<file path="src/common/nbus_regs.svh">
// Named field codes and counts of the nibble bus target.
// Assumes inclusion by bare name from design files.
`ifndef NBUS_REGS_SVH
`define NBUS_REGS_SVH

// ----------------------------------------------------------------
// Field codes
// ----------------------------------------------------------------
`define NB_START_READ 4'hd
`define NB_START_WRITE 4'he
`define NB_SIZE_ONE 4'h0
`define NB_WAIT_SYNC 4'h5
`define NB_READY_SYNC 4'h0
`define NB_TURN_ONES 4'hf

// ----------------------------------------------------------------
// Counts
// ----------------------------------------------------------------
`define NB_ADDR_LAST 3'h6
`define NB_ADDR_FIRST 3'h0
`define NB_BUF_DEPTH 2'h2
`define NB_BUF_EMPTY 2'h0

`endif

</file>
<file path="src/common/nbus_pkg.sv">
// Types shared by the nibble bus target and its read data buffer.
// Assumes no other package.
package nbus_pkg;

    // ----------------------------------------------------------------
    // Protocol states
    // ----------------------------------------------------------------
    typedef enum logic [3:0] {
        S_IDLE  = 4'h0,
        S_START = 4'h1,
        S_ADDR  = 4'h2,
        S_SIZE  = 4'h3,
        S_WLO   = 4'h4,
        S_WHI   = 4'h5,
        S_WAIT  = 4'h6,
        S_READY_SYNC_CODE = 4'h7,
        S_DLO   = 4'h8,
        S_DHI   = 4'h9,
        S_TAR   = 4'ha,
        S_SKIP  = 4'hb
    } nb_state_t;

    typedef logic [3:0] nibble_t;
    typedef logic [7:0] byte_t;
    typedef logic [27:0] mem_addr_t;

endpackage

</file>
<file path="src/common/byte_stream_if.sv">
// Valid/ready byte stream between the target and its buffer.
// Assumes both ends on the same clock.
`timescale 1ns/1ps
interface byte_stream_if;
    import nbus_pkg::*;
    byte_t data;
    logic valid;
    logic ready;
    modport src (output data, output valid, input ready);
    modport snk (input data, input valid, output ready);
endinterface

</file>
<file path="src/logic/pair_buffer.sv">
// Two-entry byte buffer with valid/ready on both sides and a flush.
// Assumes a synchronous, already released active-low reset copy.
`timescale 1ns/1ps
module pair_buffer
    import nbus_pkg::*;
(
    input wire logic i_clk,
    input wire logic i_rst_n,
    input wire logic i_flush,
    byte_stream_if.snk fill,
    byte_stream_if.src drain
);
`include "nbus_regs.svh"

    byte_t mem_r [2];
    byte_t mem_nxt [2];
    logic wr_ptr_r, wr_ptr_nxt;
    logic rd_ptr_r, rd_ptr_nxt;
    logic [1:0] count_r, count_nxt;
    logic ready_r, ready_nxt;
    logic push, pop;

    // ----------------------------------------------------------------
    // Next state
    // ----------------------------------------------------------------
    // Ready is registered so the source sees it straight from a flop
    always_comb begin
        push = fill.valid && ready_r;
        pop = drain.ready && (count_r != `NB_BUF_EMPTY);
        mem_nxt = mem_r;
        wr_ptr_nxt = wr_ptr_r;
        rd_ptr_nxt = rd_ptr_r;
        count_nxt = count_r;
        if (push) begin
            mem_nxt[wr_ptr_r] = fill.data;
            wr_ptr_nxt = ~wr_ptr_r;
        end
        if (pop) begin
            rd_ptr_nxt = ~rd_ptr_r;
        end
        count_nxt = count_r + {1'b0, push} - {1'b0, pop};
        if (i_flush) begin
            wr_ptr_nxt = 1'b0;
            rd_ptr_nxt = 1'b0;
            count_nxt = `NB_BUF_EMPTY;
        end
        ready_nxt = (count_nxt != `NB_BUF_DEPTH);
    end

    // ----------------------------------------------------------------
    // Registers
    // ----------------------------------------------------------------
    always_ff @(posedge i_clk or negedge i_rst_n) begin
        if (!i_rst_n) begin
            mem_r[0] <= 8'h00;
            mem_r[1] <= 8'h00;
            wr_ptr_r <= 1'b0;
            rd_ptr_r <= 1'b0;
            count_r <= 2'h0;
            ready_r <= 1'b0;
        end else begin
            mem_r <= mem_nxt;
            wr_ptr_r <= wr_ptr_nxt;
            rd_ptr_r <= rd_ptr_nxt;
            count_r <= count_nxt;
            ready_r <= ready_nxt;
        end
    end

    // Drain side: oldest entry
    assign drain.valid = (count_r != `NB_BUF_EMPTY);
    assign drain.data = mem_r[rd_ptr_r];
    assign fill.ready = ready_r;
endmodule

</file>
<file path="src/logic/nibble_bus_target.sv">
// Target end of a 4-bit multiplexed flash host bus: read and write cycles.
// Assumes host pins asynchronous to i_clk, one field per i_clk on the pins,
// and a memory core that answers read requests through i_rdata_*.
//
// Function
// RULE_01 - Respond only when start field comes with frame strobe low.
// RULE_02 - Of several start fields under low strobe, only the last counts.
// RULE_03 - Start code 1101 in first clock decodes as memory read.
// RULE_04 - Act on cycle only when device-select nibble equals strapped identity.
// RULE_05 - 28-bit address from seven nibbles, most significant first, assembled so.
// RULE_06 - Host clears low address bits for multibyte transfers.
// RULE_07 - Size field in clock 10; only 0000, one byte, supported.
// RULE_08 - Host drives 1111 in clock 11 then floats the bus.
// RULE_09 - Device takes over floating bus in clock 12.
// RULE_10 - Device drives wait-sync 0101 for two clocks, 13 and 14; code keeps driving it past clock 14 while a slow core has no byte ready.
// RULE_11 - Device drives ready-sync 0000 in clock 15.
// RULE_12 - Low data nibble in clock 16, high nibble in clock 17.
// RULE_13 - Never emit further bytes; only single-byte size supported.
// RULE_14 - After last data nibble drive 1111, then release the bus.
// RULE_15 - Host resumes driving after device release, ending the cycle.
// RULE_16 - Fields valid and sampled on the rising clock edge.
// RULE_17 - Write cycles carry exactly one byte, data or flash command.
// RULE_18 - Frame strobe low releases outputs and resets protocol state at once; code does so three clocks after the pin falls, behind the synchroniser.
// RULE_19 - Size other than 0000 resets state; no operation, no response.
// RULE_20 - Every field is one nibble per clock; some span several clocks.
// RULE_21 - On select mismatch stay released and wait for next start.
`timescale 1ns/1ps
module nibble_bus_target
    import nbus_pkg::*;
(
    input wire logic i_clk,
    input wire logic i_reset_n,
    input wire logic i_frame_strobe_n,
    input wire logic [3:0] i_nibble_bus,
    output logic [3:0] o_nibble_bus,
    output logic o_nibble_bus_oe,
    input wire logic [3:0] i_strapped_identity,
    output logic o_rd_req,
    output logic [27:0] o_mem_addr,
    input wire logic [7:0] i_rdata,
    input wire logic i_rdata_valid,
    output logic o_rdata_ready,
    output logic o_wr_valid,
    output logic [7:0] o_wr_data
);
`include "nbus_regs.svh"

    // ----------------------------------------------------------------
    // Reset release and pin synchronisers
    // ----------------------------------------------------------------
    logic rst_meta_r, rst_n_r;
    logic frame_meta_r, frame_s_r;
    nibble_t nib_meta_r, nib_s_r;
    nibble_t id_meta_r, id_s_r;

    // Reset asserts at once, releases after two edges
    always_ff @(posedge i_clk or negedge i_reset_n) begin
        if (!i_reset_n) begin
            rst_meta_r <= 1'b0;
            rst_n_r <= 1'b0;
        end else begin
            rst_meta_r <= 1'b1;
            rst_n_r <= rst_meta_r;
        end
    end

    // Two flops on every pin; strobe idles high so resets to high
    always_ff @(posedge i_clk or negedge rst_n_r) begin
        if (!rst_n_r) begin
            frame_meta_r <= 1'b1;
            frame_s_r <= 1'b1;
            nib_meta_r <= 4'hf;
            nib_s_r <= 4'hf;
            id_meta_r <= 4'h0;
            id_s_r <= 4'h0;
        end else begin
            frame_meta_r <= i_frame_strobe_n;
            frame_s_r <= frame_meta_r; // RULE_16
            nib_meta_r <= i_nibble_bus;
            nib_s_r <= nib_meta_r; // RULE_20
            id_meta_r <= i_strapped_identity;
            id_s_r <= id_meta_r;
        end
    end

    // ----------------------------------------------------------------
    // Read data buffer
    // ----------------------------------------------------------------
    byte_stream_if fill_bus ();
    byte_stream_if drain_bus ();
    logic flush;

    assign fill_bus.data = i_rdata;
    assign fill_bus.valid = i_rdata_valid;

    // Stale data from an aborted read is dropped when a new cycle begins
    pair_buffer u_buf (
        .i_clk(i_clk),
        .i_rst_n(rst_n_r),
        .i_flush(flush),
        .fill(fill_bus),
        .drain(drain_bus)
    );

    // ----------------------------------------------------------------
    // Protocol state machine
    // ----------------------------------------------------------------
    nb_state_t st_r, st_nxt;
    nibble_t start_r, start_nxt;
    mem_addr_t addr_r, addr_nxt;
    logic [2:0] cnt_r, cnt_nxt;
    logic is_wr_r, is_wr_nxt;
    logic wait_one_r, wait_one_nxt;
    byte_t data_r, data_nxt;
    nibble_t out_r, out_nxt;
    logic oe_r, oe_nxt;
    logic rd_req_r, rd_req_nxt;
    logic wr_valid_r, wr_valid_nxt;
    logic size_rd_ok;

    // A start code this target serves
    function automatic logic start_known(input nibble_t code);
        start_known = (code == `NB_START_READ) || (code == `NB_START_WRITE);
    endfunction

    assign size_rd_ok = frame_s_r && (st_r == S_SIZE) && (nib_s_r == `NB_SIZE_ONE) && !is_wr_r;
    assign flush = frame_s_r && (st_r == S_START);
    assign drain_bus.ready = frame_s_r && (st_r == S_WAIT) && wait_one_r;

    // Outputs are computed with the next state so pins follow the state
    always_comb begin
        st_nxt = st_r;
        start_nxt = start_r;
        addr_nxt = addr_r;
        cnt_nxt = cnt_r;
        is_wr_nxt = is_wr_r;
        wait_one_nxt = wait_one_r;
        data_nxt = data_r;
        out_nxt = `NB_TURN_ONES;
        oe_nxt = 1'b0;
        rd_req_nxt = 1'b0;
        wr_valid_nxt = 1'b0;
        if (!frame_s_r) begin
            // Abort or start: release and keep the latest start nibble
            st_nxt = S_START; // RULE_18 RULE_01
            start_nxt = nib_s_r; // RULE_02
        end else begin
            unique case (st_r)
                S_IDLE, S_SKIP: begin
                    st_nxt = st_r;
                end
                S_START: begin
                    // Strobe just rose: this nibble is the device select
                    if (start_known(start_r) && (nib_s_r == id_s_r)) begin // RULE_04 RULE_03
                        st_nxt = S_ADDR;
                        is_wr_nxt = (start_r == `NB_START_WRITE);
                        cnt_nxt = `NB_ADDR_FIRST;
                    end else begin
                        st_nxt = S_SKIP; // RULE_21
                    end
                end
                S_ADDR: begin
                    addr_nxt = {addr_r[23:0], nib_s_r}; // RULE_05
                    cnt_nxt = cnt_r + 3'h1;
                    if (cnt_r == `NB_ADDR_LAST) begin
                        st_nxt = S_SIZE;
                    end
                end
                S_SIZE: begin
                    if (nib_s_r != `NB_SIZE_ONE) begin
                        st_nxt = S_IDLE; // RULE_19 RULE_07
                    end else if (is_wr_r) begin
                        st_nxt = S_WLO;
                    end else begin
                        // Pin delay lands this exactly on the first wait clock
                        st_nxt = S_WAIT; // RULE_09
                        wait_one_nxt = 1'b0;
                        rd_req_nxt = 1'b1;
                        oe_nxt = 1'b1;
                        out_nxt = `NB_WAIT_SYNC; // RULE_10
                    end
                end
                S_WLO: begin
                    data_nxt[3:0] = nib_s_r;
                    st_nxt = S_WHI;
                end
                S_WHI: begin
                    data_nxt[7:4] = nib_s_r;
                    wr_valid_nxt = 1'b1; // RULE_17
                    st_nxt = S_READY_SYNC_CODE;
                    oe_nxt = 1'b1;
                    out_nxt = `NB_READY_SYNC;
                end
                S_WAIT: begin
                    wait_one_nxt = 1'b1;
                    oe_nxt = 1'b1;
                    // Slow core stretches the wait phase beyond two clocks
                    if (wait_one_r && drain_bus.valid) begin
                        data_nxt = drain_bus.data;
                        st_nxt = S_READY_SYNC_CODE;
                        out_nxt = `NB_READY_SYNC; // RULE_11
                    end else begin
                        out_nxt = `NB_WAIT_SYNC; // RULE_10
                    end
                end
                S_READY_SYNC_CODE: begin
                    oe_nxt = 1'b1;
                    if (is_wr_r) begin
                        st_nxt = S_TAR;
                        out_nxt = `NB_TURN_ONES;
                    end else begin
                        st_nxt = S_DLO;
                        out_nxt = data_r[3:0]; // RULE_12
                    end
                end
                S_DLO: begin
                    st_nxt = S_DHI;
                    oe_nxt = 1'b1;
                    out_nxt = data_r[7:4]; // RULE_12
                end
                S_DHI: begin
                    // One byte only: straight to turnaround
                    st_nxt = S_TAR; // RULE_13
                    oe_nxt = 1'b1;
                    out_nxt = `NB_TURN_ONES; // RULE_14
                end
                S_TAR: begin
                    st_nxt = S_IDLE; // RULE_14
                end
                default: begin
                    st_nxt = S_IDLE;
                end
            endcase
        end
    end

    // State registers
    always_ff @(posedge i_clk or negedge rst_n_r) begin
        if (!rst_n_r) begin
            st_r <= S_IDLE;
            start_r <= 4'h0;
            addr_r <= 28'h0000000;
            cnt_r <= 3'h0;
            is_wr_r <= 1'b0;
            wait_one_r <= 1'b0;
            data_r <= 8'h00;
            out_r <= 4'hf;
            oe_r <= 1'b0;
            rd_req_r <= 1'b0;
            wr_valid_r <= 1'b0;
        end else begin
            st_r <= st_nxt;
            start_r <= start_nxt;
            addr_r <= addr_nxt;
            cnt_r <= cnt_nxt;
            is_wr_r <= is_wr_nxt;
            wait_one_r <= wait_one_nxt;
            data_r <= data_nxt;
            out_r <= out_nxt;
            oe_r <= oe_nxt;
            rd_req_r <= rd_req_nxt;
            wr_valid_r <= wr_valid_nxt;
        end
    end

    // Ports straight from flops; ready is the buffer's own gating flop,
    // so the core never sees ready on an edge where the buffer refuses
    assign o_nibble_bus = out_r;
    assign o_nibble_bus_oe = oe_r;
    assign o_rd_req = rd_req_r;
    assign o_mem_addr = addr_r;
    assign o_wr_valid = wr_valid_r;
    assign o_wr_data = data_r;
    assign o_rdata_ready = fill_bus.ready;
endmodule

</file>
<file path="config.mk">
export PLATFORM = sky130hd
export DESIGN_NAME = nibble_bus_target
export DESIGN_NICKNAME = d
export VERILOG_FILES = /design/src/common/nbus_pkg.sv /design/src/common/byte_stream_if.sv /design/src/logic/pair_buffer.sv /design/src/logic/nibble_bus_target.sv
export VERILOG_INCLUDE_DIRS = /design/src /design/src/common
export SDC_FILE = /design/constraint.sdc
export NUM_CORES = 1
export LEC_CHECK = 0
export BUFFER_PORTS_ARGS = -buffer_cell sky130_fd_sc_hd__buf_2
export CAP_MARGIN = 15
export CORE_ASPECT_RATIO = 1.4
export CORE_MARGIN = 8
export CORE_UTILIZATION = 56
export CTS_CLUSTER_DIAMETER = 30
export CTS_CLUSTER_SIZE = 30
export DETAILED_ROUTE_END_ITERATION = 10
export HOLD_SLACK_MARGIN = 0.08
export PLACE_DENSITY = 0.86
export SYNTH_ARGS = -nofsm -noshare
export SYNTH_HDL_FRONTEND = slang
export SYNTH_SLANG_ARGS = --single-unit
</file>
<file path="constraint.sdc">
create_clock -name i_clk -period 4.38 [get_ports i_clk]
set_clock_uncertainty 0.15 [all_clocks]
set_input_delay 0.438 -clock i_clk [delete_from_list [all_inputs] [get_ports i_clk]]
set_output_delay 0.438 -clock i_clk [all_outputs]
set_load 0.02 [all_outputs]
</file>
==> flow_summary.yaml, run 1 <==
global_routing:
  antenna_found_initial: 0
  grt_max_degree: 64
  grt_pass1_wl_mm: 12.77
  grt.total_usage_pct: 16.65
  grt-ovfl-total: 0
  grt_pass1_vias: 2595
sta:
  tns_ns: 0
  drv_slew: 0
  slew_headroom_pct: 49.16
  hold_violations: 0
  finalSetupViolations: 0
  timing.fmax_mhz: 374.5
  fin_crit_sh_pct: 60.97
  rsz0062_at_grt: "false"
  fin_crit_ns: 2.670
  worst_pin_slew_ns: 0.7625
clock_network:
  htreeDepth: 3
  cts.sinks: 97
  cts_setup_buffers: 0
  clkTransAtPathRegs_ns: 0.09
  cts_buffer_depth: 2
  cts_tree: "built"
  cts_root_buf: "clkbuf_8"
  clock_latency_ns: 0.37
  cts_buffers: 9
logic_synthesis:
  syn-cell-area_um2: 4020
  syn-instance-count: 303
  ys_warn_count: 0
  synth-edff-count: 0
  syn_avg_cell_area_um2: 13.27
  synth_ff_type: "dfrtp_1"
  synth_seq_area_share_pct: 60.82
  synth.area.top_cells: "dfrtp_1, mux2_2, dfstp_2, mux2i_1, a21oi_1"
  synth_nets: 327
  synth.distinct_cells: 48
  synth_top_area_share_pct: 51.67
  yosys.area.top_type: "dfrtp_1"
  async_flop_share_pct: 100.0
  ys_seq_elements: 97
floorplanning:
  ios: 64
  num_rows: 36
  die_area_um2: 10180
  start_util_pct: 57.58
  die_x_um: 87.61
  core-area_um2: 6982
  die_h_um: 116.3
routing:
  firstDrtPassIters: 4
  avgRoutedWirePerCell_um: 16.35
  dr_wl_met2_mm: 4.080
  met3_length_um: 367
  drt-initial-drc-count: 241
  routed_via_density: 5.294
  top_layer_used: "met4"
  num_vias: 2520
  wl_met1_mm: 3.127
  routed_wl_mm: 7.783
  ant_nets: 0
  drc: 0
placement:
  gp_congestion: 0.8475
  dp_hpwl_mm: 5.437
  placedCellCount: 450
  port_buffers: 63
cells_and_area:
  drive_gt1_share_pct: 41.47
  finalNonFillerCells: 476
  register_area_um2: 2449
  multi_input_area_um2: 1483
  mostFrequentLayoutCells: "dfrtp_1, buf_2, mux2_2, nor2_1"
  layout_commonest_cell: "dfrtp_1"
  antennaDiodeCount: 0
  syn2layout_area_growth_pct: 16.71
  fin_nets: 400
  fill_cells: 496
pwr:
  leakagePower_nw: 2.173
  p_per_area_nw_per_um2: 517.2
  vdd_drop_max_v: 0.0003845
setup_path:
  reg2reg_to: "u_buf.fill.ready$_DFF_PN0_"
  r2r_slack_ns: 1.71
  cp_data_required_time_ns: 4.48
  end_kind: "register"
  arrival_ns: 2.77
  cp-start-kind: "register"
  path_class: "register to register"
  rr_startpoint: "st_r[2]$_DFFE_PN0P_"
  critical_path.max_fanout: 20
  reg2reg_depth: 10
status:
  status: "complete, no violations"
hold_path:
  hold_start: "i_rdata[1]"
  hp-class: "input port to register"
  hold_path_end: "u_buf.mem_r[1]$_DFFE_PN0P_"
  hold_path_depth: 2
job:
  cap_violations: 0
[logic make-up after synthesis]
logic type / after synthesis / synth area share (%)
flip-flops: 97 / 60.82
multiplexers: 65 / 17.96
AND/OR/NAND/NOR: 62 / 8.652
AO/OA/AOI/OAI: 44 / 7.190
buffers and inverters: 22 / 2.303
XOR/XNOR: 8 / 1.743
adder cells (fa/ha/maj): 4 / 1.245
other: 1 / 0.09328
[repair_timing]
item	in CTS	in global routing
resized for setup	0	0
hold buffers	10	0
hold endpoints to repair	11	0
[worst max path at each step]
stage / from / to / slack [ns] / depth (start not counted)
after CTS: st_r[2]$_DFFE_PN0P_ / u_buf.fill.ready$_DFF_PN0_ / 1.70 / 10
final: st_r[2]$_DFFE_PN0P_ / u_buf.fill.ready$_DFF_PN0_ / 1.71 / 10
after global placement: st_r[2]$_DFFE_PN0P_ / u_buf.fill.ready$_DFF_PN0_ / 1.87 / 10
after global routing: st_r[2]$_DFFE_PN0P_ / u_buf.fill.ready$_DFF_PN0_ / 1.44 / 10
after detailed placement: st_r[2]$_DFFE_PN0P_ / u_buf.fill.ready$_DFF_PN0_ / 1.74 / 10
after floorplan: rst_n_r$_DFF_PN0_ / cnt_r[0]$_DFFE_PN0P_ / 1.35 / 0
[where the power goes]
group / total (W) / switching, W / internal, W
clock network: 0.000522 / 0.000312 / 0.000211
logic: 0.000638 / 0.000342 / 0.000297
registers: 0.00127 / 0.000169 / 0.00110
total: 0.00243 / 0.000822 / 0.00160
[cells in the mapped netlist (4+ instances only)]
library cell	n
dfstp_2	14
clkbuf_1	5
dfrtp_1	83
o21ai_0	10
buf_2	8
nor3_1	5
nor2_1	18
ha_1	4
inv_1	9
xor2_1	4
mux2_2	56
xnor2_1	4
nand2_1	9
a21oi_1	14
nand3_1	6
nand2b_1	4
mux2i_1	8
[area by class of cell]
cell class                      instances  share of cell area (%)
Timing Repair Buffer                   75                   9.173
Clock inverter                          7                   1.147
Multi-Input combinational cell        184                   31.60
Inverter                                9                  0.7200
Sequential cell                        97                   52.19
Clock buffer                            9                   2.640
Tap cell                               95                   2.533
[state kept, by name, indices dropped and copies added, names as in the netlist, 2 cells and up]
| signal | flops |
|---|---|
| o_mem_addr | 28 |
| u_buf.mem_r | 16 |
| o_wr_data | 8 |
| id_meta_r | 4 |
| id_s_r | 4 |
| nib_meta_r | 4 |
| nib_s_r | 4 |
| o_nibble_bus | 4 |
| st_r | 4 |
| start_r | 4 |
| cnt_r | 3 |
| u_buf.count_r | 2 |
[critical path: stages (launching register included)]
cell and delay [ns]:
dfrtp_1 0.69, and4bb_2 0.51, nand3_1 0.15, inv_1 0.08, ha_1 0.22, inv_1 0.06, ha_1 0.14, xor2_1 0.16
nor2_1 0.06, nor3_1 0.24, nand2b_1 0.09
[routing by layer]
| layer | vias up | GRT usage [%] |
|---|---|---|
| li1 | 1217 | - |
| met1 | 1224 | 18.52 |
| met2 | 66 | 28.45 |
| met3 | 13 | 4.225 |
| met4 | 0 | 8.986 |
| met5 | - | 0 |
[per-stage QoR]
stage | total power (W) | instance area, µm² | util (%) | worst slack [ns] | hold slack [ns]
final | 0.002426 | 4692 | 67.20 | 1.710 | 0.1639
after global routing | 0.002571 | 4692 | 67.20 | 1.438 | 0.1483
after CTS | 0.002450 | 4692 | 67.20 | 1.703 | 0.1458
after detailed placement | 0.001914 | 4414 | 63.23 | 1.739 | 0.07616
after global placement | 0.001879 | 4414 | 63.23 | 1.866 | 0.07259
after floorplan | 0.001717 | 4020 | - | 1.352 | -0.007591
No activity file was read; power rests on OpenSTA's default activity.
==> run 2, diff against run 1 <==
==> constraint.sdc (replaced) <==
create_clock -name i_clk -period 2.63 [get_ports i_clk]
set_clock_uncertainty 0.15 [all_clocks]
set_input_delay 0.263 -clock i_clk [delete_from_list [all_inputs] [get_ports i_clk]]
set_output_delay 0.263 -clock i_clk [all_outputs]
set_load 0.02 [all_outputs]
==> flow_summary.yaml, run 2 (same netlist as run 1, synthesis figures left out) <==
sta:
  hold_violations: 0
  finalSetupViolations: 0
  worst_pin_slew_ns: 0.5936
  drv_slew: 0
  timing.fmax_mhz: 458.2
  slew_headroom_pct: 60.43
  fin_crit_sh_pct: 82.98
  rsz0062_at_grt: "false"
  tns_ns: 0
  fin_crit_ns: 2.182
setup_path:
  path_class: "register to register"
  cp_data_required_time_ns: 2.72
  end_kind: "register"
  rr_startpoint: "u_buf.count_r[1]$_DFF_PN0_"
  worstPathCellList: "o21a_1 -> nand3_1 -> inv_1 -> ha_1 -> inv_1 -> ha_1 -> xor2_1 -> and2_1 -> nor3_1 -> nand2b_1"
  reg2reg_to: "u_buf.fill.ready$_DFF_PN0_"
  r2r_slack_ns: 0.45
  cp-start-kind: "register"
  slowest_delay_ns: 0.42
  crit_path_top_delay_cell: "dfrtp_1"
  arrival_ns: 2.28
  reg2reg_depth: 10
  critical_path.max_fanout: 5
floorplanning:
  core-area_um2: 6982
  start_util_pct: 57.58
  die_x_um: 87.61
  die_h_um: 116.3
  die_area_um2: 10180
  ios: 64
  num_rows: 36
routing:
  drc: 0
  ant_nets: 0
  avgRoutedWirePerCell_um: 16.53
  drt-initial-drc-count: 235
  firstDrtPassIters: 4
  routed_wl_mm: 8.118
  num_vias: 2711
  routed_via_density: 5.521
clock_network:
  cts_tree: "built"
  htreeDepth: 3
  cts_root_buf: "clkbuf_8"
  cts_buffer_depth: 2
  clock_latency_ns: 0.36
  clkTransAtPathRegs_ns: 0.09
  cts_setup_buffers: 0
  cts.sinks: 97
  cts_buffers: 9
cells_and_area:
  final_area_um2: 4842
  finalNonFillerCells: 491
  register_area_um2: 2449
  drive_gt1_share_pct: 41.41
  fill_cells: 504
  largest_reg_flops: 28
  antennaDiodeCount: 0
  mostFrequentLayoutCells: "dfrtp_1, buf_2, mux2_2, dlygate4sd3_1, nor2_1"
  finalCoreUtilization_pct: 69.35
  syn2layout_area_growth_pct: 20.45
  layout_commonest_cell: "dfrtp_1"
  fin_nets: 415
  multi_input_area_um2: 1483
pwr:
  p_sw_w: 0.001382
  vdd_drop_max_v: 0.0007225
  p_per_area_nw_per_um2: 849.8
  power.total_w: 0.004115
  p_int_w: 0.002733
  p_seq_share_pct: 49.4
  netSwitchingFraction_pct: 33.58
  p_comb_share_pct: 29.0
  leakagePower_nw: 2.252
  p_clk_share_pct: 21.6
global_routing:
  grt.total_usage_pct: 17.26
  grt_pass1_vias: 2816
  antenna_found_initial: 0
  grt_pass1_wl_mm: 13.40
  grt_max_degree: 51
  grt-ovfl-total: 0
job:
  cap_violations: 0
placement:
  place_area_um2: 4472
  dp_hpwl_mm: 5.747
  gp_congestion: 0.9383
  placedCellCount: 456
  port_buffers: 63
hold_path:
  hp-class: "register to async pin"
status:
  status: "complete, no violations"
-- run 2: per-layer routing --
metal | up-vias | track usage, % | part of all wire, %
met5 | - | 0 | 0
met4 | 0 | 10.94 | 4.2
met3 | 28 | 4.366 | 4.8
met2 | 91 | 29.77 | 53
met1 | 1339 | 18.32 | 38
li1 | 1253 | - | -
-- run 2: cell type report --
class,instances,area share [%]
clock buffer,10,2.842
clock inverter,6,0.8786
inverter,9,0.6977
multi-input combinational,184,30.62
sequential,97,50.57
tap,95,2.455
timing repair buffer,90,11.94
-- run 2: how the worst max path moves through the flow --
stage                                    start                          to  cells past startpoint
finish              u_buf.count_r[1]$_DFF_PN0_  u_buf.fill.ready$_DFF_PN0_                     10
global route               st_r[0]$_DFFE_PN0P_  u_buf.fill.ready$_DFF_PN0_                     10
CTS                        st_r[0]$_DFFE_PN0P_  u_buf.fill.ready$_DFF_PN0_                     10
detailed placement  u_buf.count_r[1]$_DFF_PN0_  u_buf.fill.ready$_DFF_PN0_                     10
global placement    u_buf.count_r[1]$_DFF_PN0_  u_buf.fill.ready$_DFF_PN0_                     10
floorplan                  st_r[3]$_DFFE_PN0P_  u_buf.fill.ready$_DFF_PN0_                     11
-- run 2: critical path: cells and delay by family (launching register included) --
kind	cells	cell delay [ns]
and+or+nand+nor	4	0.58
xor gates and xnor gates	1	0.16
DFF	1	0.42
adders and majority gates	2	0.44
AOI/OAI and AO/OA	1	0.23
buffers and inverters	2	0.10
-- run 2: timing repair --
action                                 4_1_cts  5_1_grt
resized for setup                            0        0
endpoints found under the hold margin       27        0
hold buffers                                19        0
-- run 2: through the flow --
step,worst slack (ns),hold slack [ns]
floorplan,0.3954,-0.1826
global placement,0.5568,-0.1011
detailed placement,0.4466,-0.09839
CTS,0.4423,0.2085
global route,0.2576,0.2124
finish,0.4477,0.1985
-- run 2: power groups by stage --
stage                     Sequential, W  Clock (W)  Combinational [W]
final                           0.00203   0.000889            0.00119
after global routing            0.00207   0.000971            0.00129
after CTS                       0.00203   0.000906            0.00119
after detailed placement        0.00206          0            0.00117
after floorplan                 0.00218          0           0.000685
after global placement          0.00204          0            0.00114
